--- src/vector_dispatch_pkg.sv ---
// Purpose: shared constants and state type for the vector dispatch unit
// Assumes: 16-bit words, 20-bit physical addresses, segment shifted by four bits
// Notes: vector numbers are eight bits wide
package vector_dispatch_pkg;
  // ----------------------------------------------------------------
  // widths
  // ----------------------------------------------------------------
  localparam int WORD_W = 16;
  localparam int ADDR_W = 20;
  localparam int VEC_W = 8;
  // ----------------------------------------------------------------
  // fixed vector types
  // ----------------------------------------------------------------
  localparam logic [7:0] VEC_DIVIDE = 8'h00;
  localparam logic [7:0] VEC_STEP = 8'h01;
  localparam logic [7:0] VEC_NMI = 8'h02;
  localparam logic [7:0] VEC_OVERFLOW = 8'h04;
  localparam logic [7:0] VEC_BOUND = 8'h05;
  localparam logic [7:0] VEC_UNDEF = 8'h06;
  localparam logic [7:0] VEC_ESCAPE = 8'h07;
  localparam logic [7:0] VEC_RESERVED_LAST = 8'h1F;
  // ----------------------------------------------------------------
  // escape opcode range D8..DF: top five bits match
  // ----------------------------------------------------------------
  localparam logic [7:0] ESC_OPCODE_BASE = 8'hD8;
  localparam logic [7:0] ESC_OPCODE_MASK = 8'hF8;
  // ----------------------------------------------------------------
  // status word bits and address arithmetic
  // ----------------------------------------------------------------
  localparam int FLAG_IF = 9;
  localparam int FLAG_TF = 8;
  localparam int VEC_SCALE_SHIFT = 2;
  localparam int SEG_SHIFT = 4;
  localparam logic [15:0] STACK_STEP = 16'h0002;
  localparam logic [19:0] TABLE_BASE = 20'h00000;
  localparam logic [19:0] TABLE_CS_OFFSET = 20'h00002;
  // ----------------------------------------------------------------
  // dispatch sequence
  // ----------------------------------------------------------------
  typedef enum logic [2:0] {
    ST_IDLE, ST_ACK, ST_PUSH_FLAGS, ST_PUSH_CS, ST_PUSH_IP, ST_LOAD_IP, ST_LOAD_CS, ST_FINISH
  } dispatch_state_e;
endpackage

--- src/mem_step_if.sv ---
// Purpose: one word access request between sequencer and memory port
// Assumes: single clock domain
// Notes: start is a one-cycle pulse, done answers it once
`timescale 1ns/100ps
`default_nettype none
interface mem_step_if;
  logic start;
  logic write;
  logic [19:0] addr;
  logic [15:0] wdata;
  logic done;
  logic [15:0] rdata;
  modport issuer (output start, output write, output addr, output wdata,
                  input done, input rdata);
  modport worker (input start, input write, input addr, input wdata,
                  output done, output rdata);
endinterface
`default_nettype wire

--- src/mem_word_port.sv ---
// Purpose: runs one word read or write on the core memory port
// Assumes: memory answers with mem_ack_i on the same clock
// Notes: a start while a request is open is ignored
`timescale 1ns/100ps
`default_nettype none
module mem_word_port (
  // clock and reset
  input wire logic core_clk_i,
  input wire logic nrst_i,
  // sequencer side
  mem_step_if.worker step,
  // memory side
  output logic mem_req_o,
  output logic mem_we_o,
  output logic [19:0] mem_addr_o,
  output logic [15:0] mem_wdata_o,
  input wire logic mem_ack_i,
  input wire logic [15:0] mem_rdata_i
);
  wire accept = step.start & ~mem_req_o;
  wire finish = mem_req_o & mem_ack_i;

  always_ff @(posedge core_clk_i or negedge nrst_i) begin
    if (!nrst_i) begin
      mem_req_o <= 1'h0;
      mem_we_o <= 1'h0;
      mem_addr_o <= 20'h00000;
      mem_wdata_o <= 16'h0000;
      step.done <= 1'h0;
      step.rdata <= 16'h0000;
    end else begin
      step.done <= finish;
      if (accept) begin
        mem_req_o <= 1'h1;
        mem_we_o <= step.write;
        mem_addr_o <= step.addr;
        mem_wdata_o <= step.wdata;
      end else if (finish) begin
        mem_req_o <= 1'h0;
        step.rdata <= mem_rdata_i;
      end
    end
  end
endmodule
`default_nettype wire

--- src/vector_dispatch.sv ---
// Purpose: interrupt and exception dispatch, stack save and vector fetch
// Assumes: core stalls while busy_o is high and pulses insn_end_i per instruction
// Notes: the core loads new_* when dispatch_done_o pulses
//
// Behaviour
// [RL1] push status word, code segment, instruction pointer
// [RL2] table of up to 256 pointer entries
// [RL3] enter via indirect call at type times four
// [RL4] types 0 through 31 reserved
// [RL5] eight-bit vector type selects table entry
// [RL6] internal vectors for exceptions and controller requests
// [RL7] external logic supplies vector during acknowledge
// [RL8] non-maskable request uses internal type 2
// [RL9] hardware requests sampled at instruction boundaries only
// [RL10] nested hardware requests accepted when re-enabled
// [RL11] escape trap returns to opcode or prefix
// [RL12] other exceptions return to following instruction
// [RL13] divide quotient overflow raises type 0
// [RL14] software interrupt carries any of 256 types
// [RL15] table at zero, offset word then segment
// [RL16] response clears the interrupt-enable flag
// [RL17] escape opcodes raise type 7 when enabled
// [RL18] single step raises type 1, with exceptions
`timescale 1ns/100ps
`default_nettype none
module vector_dispatch (
  // clock and reset
  input wire logic core_clk_i,
  input wire logic nrst_i,
  // instruction boundary from the execution unit
  input wire logic insn_end_i,
  input wire logic [15:0] insn_ip_i,
  input wire logic [15:0] prefix_ip_i,
  input wire logic seg_prefix_i,
  input wire logic [15:0] next_ip_i,
  input wire logic [7:0] opcode_i,
  input wire logic [15:0] cs_i,
  input wire logic [15:0] ss_i,
  input wire logic [15:0] sp_i,
  input wire logic [15:0] flags_i,
  input wire logic step_inhibit_i,
  // exception and software interrupt causes
  input wire logic div_overflow_i,
  input wire logic into_overflow_i,
  input wire logic bound_fail_i,
  input wire logic undef_opcode_i,
  input wire logic escape_trap_en_i,
  input wire logic sw_int_i,
  input wire logic [7:0] sw_type_i,
  // hardware requests
  input wire logic nmi_i,
  input wire logic ctl_req_i,
  input wire logic [7:0] ctl_vec_i,
  input wire logic ctl_cascade_i,
  input wire logic ack_valid_i,
  input wire logic [7:0] ack_vector_i,
  // memory port
  output logic mem_req_o,
  output logic mem_we_o,
  output logic [19:0] mem_addr_o,
  output logic [15:0] mem_wdata_o,
  input wire logic mem_ack_i,
  input wire logic [15:0] mem_rdata_i,
  // results
  output logic busy_o,
  output logic inta_o,
  output logic ctl_taken_o,
  output logic reserved_use_o,
  output logic dispatch_done_o,
  output logic [7:0] vector_type_o,
  output logic [15:0] new_cs_o,
  output logic [15:0] new_ip_o,
  output logic [15:0] new_flags_o,
  output logic [15:0] new_sp_o
);
  // ----------------------------------------------------------------
  // helpers
  // ----------------------------------------------------------------
  function automatic logic [19:0] phys(input logic [15:0] seg, input logic [15:0] off);
    phys = (20'(seg) << vector_dispatch_pkg::SEG_SHIFT) + 20'(off);
  endfunction

  function automatic logic [19:0] table_addr(input logic [7:0] vtype);
    table_addr = vector_dispatch_pkg::TABLE_BASE +
                 (20'(vtype) << vector_dispatch_pkg::VEC_SCALE_SHIFT); // [RL3] [RL15]
  endfunction

  function automatic logic reserved_type(input logic [7:0] vtype);
    reserved_type = vtype <= vector_dispatch_pkg::VEC_RESERVED_LAST;
  endfunction

  mem_step_if step ();

  mem_word_port u_port (
    .core_clk_i(core_clk_i),
    .nrst_i(nrst_i),
    .step(step.worker),
    .mem_req_o(mem_req_o),
    .mem_we_o(mem_we_o),
    .mem_addr_o(mem_addr_o),
    .mem_wdata_o(mem_wdata_o),
    .mem_ack_i(mem_ack_i),
    .mem_rdata_i(mem_rdata_i)
  );

  // ----------------------------------------------------------------
  // non-maskable input: three flops, edge latched until serviced
  // ----------------------------------------------------------------
  logic nmi_s1, nmi_s2, nmi_s3, nmi_level, nmi_pend;
  wire nmi_stable = nmi_s2 == nmi_s3;
  wire nmi_rise = nmi_stable & nmi_s2 & ~nmi_level;

  // ----------------------------------------------------------------
  // boundary decision
  // ----------------------------------------------------------------
  vector_dispatch_pkg::dispatch_state_e state;
  logic issued;
  logic [7:0] vtype;
  logic [15:0] ret_ip, ret_cs, saved_flags, sp, ss, load_ip;

  wire is_escape = (opcode_i & vector_dispatch_pkg::ESC_OPCODE_MASK) ==
                   vector_dispatch_pkg::ESC_OPCODE_BASE;
  wire esc_hit = escape_trap_en_i & is_escape; // [RL17]
  wire exc_hit = div_overflow_i | into_overflow_i | bound_fail_i | undef_opcode_i | esc_hit;
  wire int_enabled = flags_i[vector_dispatch_pkg::FLAG_IF];
  // hardware sources only looked at here, once per instruction end
  wire boundary = insn_end_i & (state == vector_dispatch_pkg::ST_IDLE); // [RL9]
  wire take_sw = exc_hit | sw_int_i; // [RL9] own-instruction causes win
  wire take_nmi = ~take_sw & nmi_pend;
  wire take_ctl = ~take_sw & ~nmi_pend & ctl_req_i & int_enabled; // [RL10]
  wire take_step = ~take_sw & ~nmi_pend & ~take_ctl &
                   flags_i[vector_dispatch_pkg::FLAG_TF] & ~step_inhibit_i; // [RL18]
  wire take_any = take_sw | take_nmi | take_ctl | take_step;

  // internally generated types, divide first as it cannot coexist with others
  wire [7:0] exc_type = div_overflow_i ? vector_dispatch_pkg::VEC_DIVIDE : // [RL13]
                        esc_hit ? vector_dispatch_pkg::VEC_ESCAPE :
                        undef_opcode_i ? vector_dispatch_pkg::VEC_UNDEF :
                        bound_fail_i ? vector_dispatch_pkg::VEC_BOUND :
                        vector_dispatch_pkg::VEC_OVERFLOW; // [RL6]
  wire [7:0] pick_type = exc_hit ? exc_type :
                         sw_int_i ? sw_type_i : // [RL14]
                         take_nmi ? vector_dispatch_pkg::VEC_NMI : // [RL8]
                         take_ctl ? ctl_vec_i : // [RL6]
                         vector_dispatch_pkg::VEC_STEP; // [RL18]
  wire [15:0] esc_ret = seg_prefix_i ? prefix_ip_i : insn_ip_i; // [RL11]
  wire [15:0] pick_ret = esc_hit ? esc_ret : next_ip_i; // [RL12]
  wire ext_vector = take_ctl & ctl_cascade_i;

  // ----------------------------------------------------------------
  // memory step data per state
  // ----------------------------------------------------------------
  wire [15:0] sp_dec = sp - vector_dispatch_pkg::STACK_STEP;
  wire is_push = state == vector_dispatch_pkg::ST_PUSH_FLAGS ||
                 state == vector_dispatch_pkg::ST_PUSH_CS ||
                 state == vector_dispatch_pkg::ST_PUSH_IP;
  wire is_load = state == vector_dispatch_pkg::ST_LOAD_IP ||
                 state == vector_dispatch_pkg::ST_LOAD_CS;
  wire [15:0] push_data = (state == vector_dispatch_pkg::ST_PUSH_FLAGS) ? saved_flags :
                          (state == vector_dispatch_pkg::ST_PUSH_CS) ? ret_cs : ret_ip; // [RL1]
  wire [19:0] load_addr = (state == vector_dispatch_pkg::ST_LOAD_IP) ? table_addr(vtype) :
                          table_addr(vtype) + vector_dispatch_pkg::TABLE_CS_OFFSET; // [RL15]
  wire [19:0] step_addr = is_push ? phys(ss, sp_dec) : load_addr;
  wire step_go = (is_push | is_load) & ~issued;
  wire step_end = (is_push | is_load) & issued & step.done;
  wire [15:0] cleared_flags = saved_flags &
                              ~(16'h0001 << vector_dispatch_pkg::FLAG_IF) &
                              ~(16'h0001 << vector_dispatch_pkg::FLAG_TF); // [RL16]

  vector_dispatch_pkg::dispatch_state_e next_state;
  always_comb begin
    next_state = state;
    unique case (state)
      vector_dispatch_pkg::ST_IDLE: begin
        if (boundary & take_any) begin
          next_state = ext_vector ? vector_dispatch_pkg::ST_ACK :
                                    vector_dispatch_pkg::ST_PUSH_FLAGS;
        end
      end
      vector_dispatch_pkg::ST_ACK: begin
        if (ack_valid_i) begin
          next_state = vector_dispatch_pkg::ST_PUSH_FLAGS;
        end
      end
      vector_dispatch_pkg::ST_PUSH_FLAGS: begin
        if (step_end) next_state = vector_dispatch_pkg::ST_PUSH_CS;
      end
      vector_dispatch_pkg::ST_PUSH_CS: begin
        if (step_end) next_state = vector_dispatch_pkg::ST_PUSH_IP;
      end
      vector_dispatch_pkg::ST_PUSH_IP: begin
        if (step_end) next_state = vector_dispatch_pkg::ST_LOAD_IP;
      end
      vector_dispatch_pkg::ST_LOAD_IP: begin
        if (step_end) next_state = vector_dispatch_pkg::ST_LOAD_CS;
      end
      vector_dispatch_pkg::ST_LOAD_CS: begin
        if (step_end) next_state = vector_dispatch_pkg::ST_FINISH;
      end
      vector_dispatch_pkg::ST_FINISH: begin
        next_state = vector_dispatch_pkg::ST_IDLE;
      end
    endcase
  end

  // ----------------------------------------------------------------
  // state and non-maskable latch
  // ----------------------------------------------------------------
  always_ff @(posedge core_clk_i or negedge nrst_i) begin
    if (!nrst_i) begin
      nmi_s1 <= 1'h0;
      nmi_s2 <= 1'h0;
      nmi_s3 <= 1'h0;
      nmi_level <= 1'h0;
      nmi_pend <= 1'h0;
      state <= vector_dispatch_pkg::ST_IDLE;
      issued <= 1'h0;
    end else begin
      nmi_s1 <= nmi_i;
      nmi_s2 <= nmi_s1;
      nmi_s3 <= nmi_s2;
      if (nmi_stable) nmi_level <= nmi_s2;
      // a new edge in the take cycle stays pending
      nmi_pend <= nmi_rise | (nmi_pend & ~(boundary & take_nmi)); // [RL8]
      state <= next_state;
      issued <= step_end ? 1'h0 : (issued | step_go);
    end
  end

  // ----------------------------------------------------------------
  // captured context and memory step issue
  // ----------------------------------------------------------------
  always_ff @(posedge core_clk_i or negedge nrst_i) begin
    if (!nrst_i) begin
      vtype <= 8'h00;
      ret_ip <= 16'h0000;
      ret_cs <= 16'h0000;
      saved_flags <= 16'h0000;
      sp <= 16'h0000;
      ss <= 16'h0000;
      load_ip <= 16'h0000;
      step.start <= 1'h0;
      step.write <= 1'h0;
      step.addr <= 20'h00000;
      step.wdata <= 16'h0000;
    end else begin
      step.start <= step_go;
      if (boundary & take_any) begin
        vtype <= pick_type; // [RL5]
        ret_ip <= pick_ret;
        ret_cs <= cs_i;
        saved_flags <= flags_i; // saved copy keeps the old enable state
        sp <= sp_i;
        ss <= ss_i;
      end
      if (state == vector_dispatch_pkg::ST_ACK && ack_valid_i) begin
        vtype <= ack_vector_i; // [RL7]
      end
      if (step_go) begin
        step.write <= is_push;
        step.addr <= step_addr; // [RL2]
        step.wdata <= push_data; // [RL1]
      end
      if (step_end & is_push) sp <= sp_dec; // [RL1]
      if (step_end && state == vector_dispatch_pkg::ST_LOAD_IP) load_ip <= step.rdata;
    end
  end

  // ----------------------------------------------------------------
  // outputs
  // ----------------------------------------------------------------
  always_ff @(posedge core_clk_i or negedge nrst_i) begin
    if (!nrst_i) begin
      busy_o <= 1'h0;
      inta_o <= 1'h0;
      ctl_taken_o <= 1'h0;
      reserved_use_o <= 1'h0;
      dispatch_done_o <= 1'h0;
      vector_type_o <= 8'h00;
      new_cs_o <= 16'h0000;
      new_ip_o <= 16'h0000;
      new_flags_o <= 16'h0000;
      new_sp_o <= 16'h0000;
    end else begin
      busy_o <= next_state != vector_dispatch_pkg::ST_IDLE;
      inta_o <= next_state == vector_dispatch_pkg::ST_ACK;
      ctl_taken_o <= boundary & take_ctl;
      // only an acknowledge vector comes from outside; controller vectors are our own
      reserved_use_o <= state == vector_dispatch_pkg::ST_ACK & ack_valid_i &
                        reserved_type(ack_vector_i); // [RL4]
      dispatch_done_o <= state == vector_dispatch_pkg::ST_FINISH;
      if (state == vector_dispatch_pkg::ST_FINISH) begin
        vector_type_o <= vtype;
        new_ip_o <= load_ip; // [RL3]
        new_flags_o <= cleared_flags; // [RL16]
        new_sp_o <= sp;
      end
      if (step_end && state == vector_dispatch_pkg::ST_LOAD_CS) new_cs_o <= step.rdata;
    end
  end
endmodule
`default_nettype wire

--- config.mk ---
export PLATFORM = sky130hd
export DESIGN_NAME = vector_dispatch
export DESIGN_NICKNAME = d
export VERILOG_FILES = /design/src/vector_dispatch_pkg.sv /design/src/mem_step_if.sv /design/src/mem_word_port.sv /design/src/vector_dispatch.sv
export SDC_FILE = /design/constraint.sdc
export NUM_CORES = 1
export LEC_CHECK = 0
export BUFFER_PORTS_ARGS = -buffer_cell sky130_fd_sc_hd__buf_2
export CAP_MARGIN = 30
export CORE_AREA = 3 3 184 186
export DETAILED_ROUTE_END_ITERATION = 8
export DIE_AREA = 0 0 187 189
export GPL_ROUTABILITY_DRIVEN = 0
export PLACE_DENSITY_LB_ADDON = 0.15
export SLEW_MARGIN = 10
export SYNTH_ARGS = -nofsm -noshare
export SYNTH_HDL_FRONTEND = slang
export SYNTH_HIERARCHICAL = 1
export SYNTH_SLANG_ARGS = --single-unit
--- constraint.sdc ---
create_clock -name core_clk_i -period 3.7 [get_ports core_clk_i]
set_input_delay 0.185 -clock core_clk_i [delete_from_list [all_inputs] [get_ports core_clk_i]]
set_output_delay 0.185 -clock core_clk_i [all_outputs]
set_load 0.03 [all_outputs]
==> impl_metrics.toml, run 1 <==
[timing]
post-route-period-util_pct = 95.25
relSlewSlack_pct = 35.76
rsz0062_at_grt = "false"
setup_viol = 0
final_max_slew_viol_count = 0
final.setup.tns_ps = 0
fin_skew_ps = 17.43
tightestPinTransition_ps = 963.6
setup_slack_ps = 175.9
fmax_mhz = 283.8
hold_viol_final = 0
min_period_ps = 3524

[routing]
drtAntennaViolNets = 0
totalWireLength_mm = 37.55
vias = 10410
drc = 0
vias_per_cell = 4.978
first_pass_iters = 5
routedWlPerCell_um = 17.96
first_iter_violations = 498

[synth]
ys_warn_count = 6
netlist_top_cells_count = "nand2_1, dfrtp_1, o21ai_0"
ys_seq_area_share_pct = 54.75
synth_area_per_cell_um2 = 10.15
synth-edff-count = 0
synth_area_um2 = 12840
synth_top_area_share_pct = 54.75
synth_cells = 1265
ys_top_cells_by_area = "dfrtp_1, nand2_1, mux2_2"
yosysMostFrequentCell = "nand2_1"
synthFlopType = "dfrtp_1"
yosysUniqueCellTypes = 66
synth_top_area_cell = "dfrtp_1"
async_flop_share_pct = 100.0
yosys_register_bits = 281

[die]
die-area_um2 = 35340
coreArea_um2 = 32450
die_y_um = 189
start_util_pct = 39.58
fp-row-count = 66
num_io_pins = 291
die_width_um = 187

[cts]
clock_latency_ps = 500
tritoncts = "yes"
clk_pin_slew_ps = 60
clock-sinks = 281
root_buffer = "clkbuf_16"
clockBufferDepth = 3
htree_levels = 2
cts_resized = 0
cts_buffers = 34

[worst_setup_path]
path_max_fanout = 9
cp_common_cell = "ha_1"
timing.rr.start = "sp[1]"
worstPathCellList = "inv_1 > ha_1 > or4b_1 > nor4_2 > xor2_1 > ha_1 > o21a_1 > o31a_1 > and4_1 > or3_1 > a32o_1"
r2r_slack_ps = 180
critPathArrivalTime_ps = 3910
worst_path_dominant_cell_family = "simple AND/OR/NAND/NOR gates"
endpoint_kind = "register"
critPathBufInv = 1
timing.rr.end = "step.addr[15]"
rr_worst_depth = 11
criticalPathCategory = "reg -> reg"
cpMaxStageDelayCell = "or4b_1"
worst-path-stages = 11
cpPeakStageDelay_ps = 630
cp-start-kind = "register"
worstPathRequired_ps = 4090

[power_and_ir_drop]
p_leak_nw = 8.484
p_per_area_nw_per_um2 = 868.3
irDropWorstVdd_v = 0.0005548

[placed_design]
place_ws_ps = 210.9
dpl.hpwl_mm = 25.76
numPortBuffers = 285
place_area_um2 = 14630

[worst_hold_path]
hold_class = "in -> reg"
min_from = "next_ip_i[13]"
hold_end = "ret_ip[13]"
min_path_cells = 3

[global_routing]
grt_max_degree = 108
grt_use_met1_pct = 29.49
grt_util_all_layers_pct = 20.99
busiest_layer = "met2"
grt_pass1_vias = 10550
grtUsageMet3_pct = 5.018
grt_pass1_wl_mm = 59.22
grt.overflow.total = 0
met2_usage_pct = 31.84
antenna_found_initial = 6

[cells_and_area]
fin_area_um2 = 16680
fill_cells = 3002
seq_area_um2 = 7032
fin_util_pct = 51.40
top_regs = "step.addr (20), u_port/mem_addr_o (20)"
multi_input_area_um2 = 5378
syn2layout_area_growth_pct = 29.89
drive_above_1_share_pct = 27.61
final_net_count = 1818

[flow_run]
cap_viol_max_count = 0

[outcome]
status = "finished, final reports clean"
repair_timing:
action                    in CTS  in global routing
buffers inserted               0                  0
hold buffers                  96                  0
hold endpoints to repair     196                  0
area by class of cell:
class                      count  share of cell area [%]
timing repair buffer         401                   15.47
inverter                      13                  0.2925
tap                          442                   3.315
multi-input combinational    896                   32.24
clock inverter                 9                  0.7425
antenna                        1                 0.01500
clock buffer                  48                   5.783
sequential                   281                   42.15
cell usage in the layout (no fill, tap or decap), drive strengths merged, types with 3 or more instances in the layout:
master,instances
nand3,17
dlygate4sd3,96
xnor2,4
dfrtp,281
and2,5
o31ai,5
mux2i,43
inv,14
a21oi,42
nor4,7
nand4,4
and3,4
a21o,8
a22o,3
xor2,12
buf,305
o21bai,3
and4,3
o21a,4
a221o,9
mux2,87
clkinv,5
o211ai,8
clkbuf,48
bufinv,3
ha,14
or3,9
a31oi,6
nand2b,6
a211oi,9
nor2,46
nand2,400
a22oi,7
nor3,18
o21ai,85
metrics by stage:
step	total power (W)	hold WS, ps	instances
after floorplan	0.009399	-110.6	1266
after global placement	0.01105	297.7	1936
after detailed placement	0.01118	298.7	1937
after CTS	0.01464	9.654	2090
after global routing	0.01555	25.48	2090
final	0.01448	19.03	2091
cells by family (layout without fill, tap and decap cells):
kind of cell | count (synthesis) | count (layout) | share of synthesized area (%)
other cells | 1 | 3 | 0.02920
compound gates | 204 | 204 | 10.16
xor+xnor | 16 | 16 | 1.091
simple gates | 529 | 529 | 17.09
flops | 281 | 281 | 54.75
fa+ha+maj | 15 | 15 | 1.520
buf+inv | 89 | 471 | 3.507
mux | 130 | 130 | 11.86
tightest hold or removal path, cell delays in order:
cell	delay [ps]
buf_2	70
o21ai_0	80
o21ai_0	140
layer usage:
metal | share of wire [%] | wire (um) | up-vias
met3 | 6.1 | 2292 | 81
met1 | 46 | 17380 | 5007
met4 | 3.1 | 1149 | 8
met2 | 44 | 16680 | 289
li1 | - | - | 5025
met5 | 0.13 | 49 | -
worst max-delay path by stage:
| stage | start | to | slack (ps) |
|---|---|---|---|
| 6_report | sp[1] | step.addr[15] | 180 |
| 2_1_floorplan | sp[1] | step.addr[15] | 550 |
| 3_5_place_dp | sp[1] | step.addr[15] | 210 |
| 4_1_cts | sp[1] | step.addr[15] | 210 |
| 5_1_grt | sp[1] | step.addr[16] | 9 |
| 3_3_place_gp | sp[1] | step.addr[15] | 310 |
where the power goes:
part,switching [W],total (W),internal [W]
Sequential,0.000997,0.00536,0.00436
Clock,0.00126,0.00328,0.00202
Combinational,0.00356,0.00584,0.00228
Total,0.00582,0.0145,0.00866
Power figures use the tool's default switching activity.
==> inputs of run 2 (changes only) <==
--- a/config.mk
+++ b/config.mk
@@ -5,6 +5,7 @@
 export SDC_FILE = /design/constraint.sdc
 export NUM_CORES = 1
 export LEC_CHECK = 0
+export ABC_AREA = 1
 export BUFFER_PORTS_ARGS = -buffer_cell sky130_fd_sc_hd__buf_2
 export CAP_MARGIN = 30
 export CORE_AREA = 3 3 184 186
==> impl_metrics.toml, run 2 <==
[outcome]
status = "finished, final reports clean"

[timing]
setup_viol = 0
fin_skew_ps = 9.610
hold_viol_final = 0
fmax_mhz = 341.7
final_max_slew_viol_count = 0
relSlewSlack_pct = 38.55
rsz0062_at_grt = "false"
post-route-period-util_pct = 79.10
tightestPinTransition_ps = 921.7
min_period_ps = 2927
final.setup.tns_ps = 0

[synth]
ys_warn_count = 6
synthFlopType = "dfrtp_1"
async_flop_share_pct = 100.0
synth_area_per_cell_um2 = 8.369
yosysUniqueCellTypes = 37
ys_top_cells_by_area = "dfrtp_1, nand2_1, o21ai_0"
ys_seq_area_share_pct = 54.59
synth_top_area_share_pct = 54.59
netlist_top_cells_count = "nand2_1, dfrtp_1, o21ai_0"
yosysMostFrequentCell = "nand2_1"
synth_area_um2 = 12880
synth-edff-count = 0
yosys_register_bits = 281
synth_top_area_cell = "dfrtp_1"
synth_cells = 1539

[global_routing]
grt_pass1_wl_mm = 59.12
antenna_found_initial = 1
grt_max_degree = 119
grt_util_all_layers_pct = 20.48
grt_pass1_vias = 10950
grtUsageMet3_pct = 3.444
busiest_layer = "met2"
grt_use_met1_pct = 28.81
grt.overflow.total = 0
met2_usage_pct = 33.42

[worst_setup_path]
worstPathRequired_ps = 4170
timing.rr.end = "step.addr[14]"
timing.rr.start = "sp[1]"
cp-start-kind = "register"
r2r_slack_ps = 770
critPathArrivalTime_ps = 3390
path_max_fanout = 5
endpoint_kind = "register"
rr_worst_depth = 14
criticalPathCategory = "reg -> reg"

[worst_hold_path]
min_path_cells = 5
min_from = "insn_ip_i[11]"
hold_end = "ret_ip[11]"
hold_class = "in -> reg"

[cells_and_area]
fin_util_pct = 51.78
final_cell_mix = "nand2_1, buf_2, dfrtp_1, o21ai_0, dlygate4sd3_1"
syn2layout_area_growth_pct = 30.47
final_net_count = 2109
drive_above_1_share_pct = 21.28
final_cells = 2384
top_regs = "step.addr (20), u_port/mem_addr_o (20)"
final_common_cell = "nand2_1"

[power_and_ir_drop]
switching_share_pct = 40.78
p_sw_w = 0.005288
power.internal_w = 0.007677
irDropWorstVdd_v = 0.0004980
combPwrFrac_pct = 37.5
p_per_area_nw_per_um2 = 771.5
p_leak_nw = 8.986
clock_power_share_pct = 23.9
power_frac_seq_pct = 38.6

[die]
num_io_pins = 291
start_util_pct = 39.69
die-area_um2 = 35340
die_y_um = 189
coreArea_um2 = 32450
die_width_um = 187
fp-row-count = 66

[routing]
vias = 11340
totalWireLength_mm = 36.85
first_pass_iters = 5
drc = 0
drtAntennaViolNets = 0
vias_per_cell = 4.755
first_iter_violations = 653
routedWlPerCell_um = 15.46

[cts]
tritoncts = "yes"
clockBufferDepth = 3
htree_levels = 1
root_buffer = "clkbuf_16"
postCtsSetupRepairBufs = 0
cts_buffers = 31
clock-sinks = 281
cts_resized = 0
holdBufCountCts = 116
clock_latency_ps = 550
clk_pin_slew_ps = 60

[placed_design]
dpl.hpwl_mm = 25.62
numPortBuffers = 285
place_inst = 2211

[flow_run]
cap_viol_max_count = 0
-- run 2: cells by family after synthesis --
logic type | share of synthesized area, %
fa+ha+maj | 1.515
mux | 1.486
simple gates | 26.01
buf+inv | 6.635
compound gates | 8.646
flops | 54.59
xor+xnor | 1.088
other cells | 0.02912
-- run 2: stage by stage --
step / power [W] / area (um^2) / hold WS, ps / setup slack, ps
CTS: 0.01307 / 16800 / 0.7226 / 773.3
floorplan: 0.008248 / 12880 / -110.6 / 1295
global route: 0.01391 / 16800 / 39.88 / 465.1
global placement: 0.009709 / 14620 / 328.9 / 842.0
detailed placement: 0.009798 / 14620 / 328.7 / 796.0
finish: 0.01296 / 16800 / 23.34 / 773.4
-- run 2: per-layer routing --
metal / share of wire, % / vias up
met5: 0 / -
met4: 2.2 / 0
met3: 6.1 / 55
met2: 46 / 350
met1: 46 / 5264
li1: - / 5666
-- run 2: how the worst max path moves through the flow --
| stage | from | to | slack (ps) | cells after the start |
|---|---|---|---|---|
| after global placement | sp[1] | step.addr[14] | 840 | 14 |
| after floorplan | sp[1] | step.addr[14] | 1290 | 14 |
| after detailed placement | sp[1] | step.addr[14] | 800 | 14 |
| after CTS | sp[1] | step.addr[14] | 770 | 14 |
| after global routing | sp[1] | step.addr[19] | 470 | 15 |
| final | sp[1] | step.addr[14] | 770 | 14 |
-- run 2: power by group through the flow --
stage | Combinational, W | Sequential, W | Clock [W]
after floorplan | 0.00265 | 0.00560 | 0
after global placement | 0.00469 | 0.00502 | 0
after detailed placement | 0.00475 | 0.00505 | 0
after CTS | 0.00490 | 0.00500 | 0.00317
after global routing | 0.00547 | 0.00515 | 0.00329
final | 0.00486 | 0.00500 | 0.00310
-- run 2: cell type report --
type | instances | area [um^2]
fillers | 3153 | 15650
inverters | 117 | 444.2
diodes | 1 | 2.502
well taps | 442 | 553.0
flip-flops and latches | 281 | 7032
multi-input cells | 1071 | 5002
clock buffers | 48 | 929.6
clock inverters | 8 | 93.84
repair buffers | 416 | 2748
-- run 2: critical path, stage by stage, from the launching register on --
cell and delay [ps]:
dfrtp_1 400, inv_1 120, ha_1 190, nand3_1 150
nor3_1 400, nand3_1 150, xor2_1 290, ha_1 340
a21oi_1 200, o21ai_0 140, a21oi_1 130, nand2_1 90
nand2_1 60, nand2_1 40, o21ai_0 140
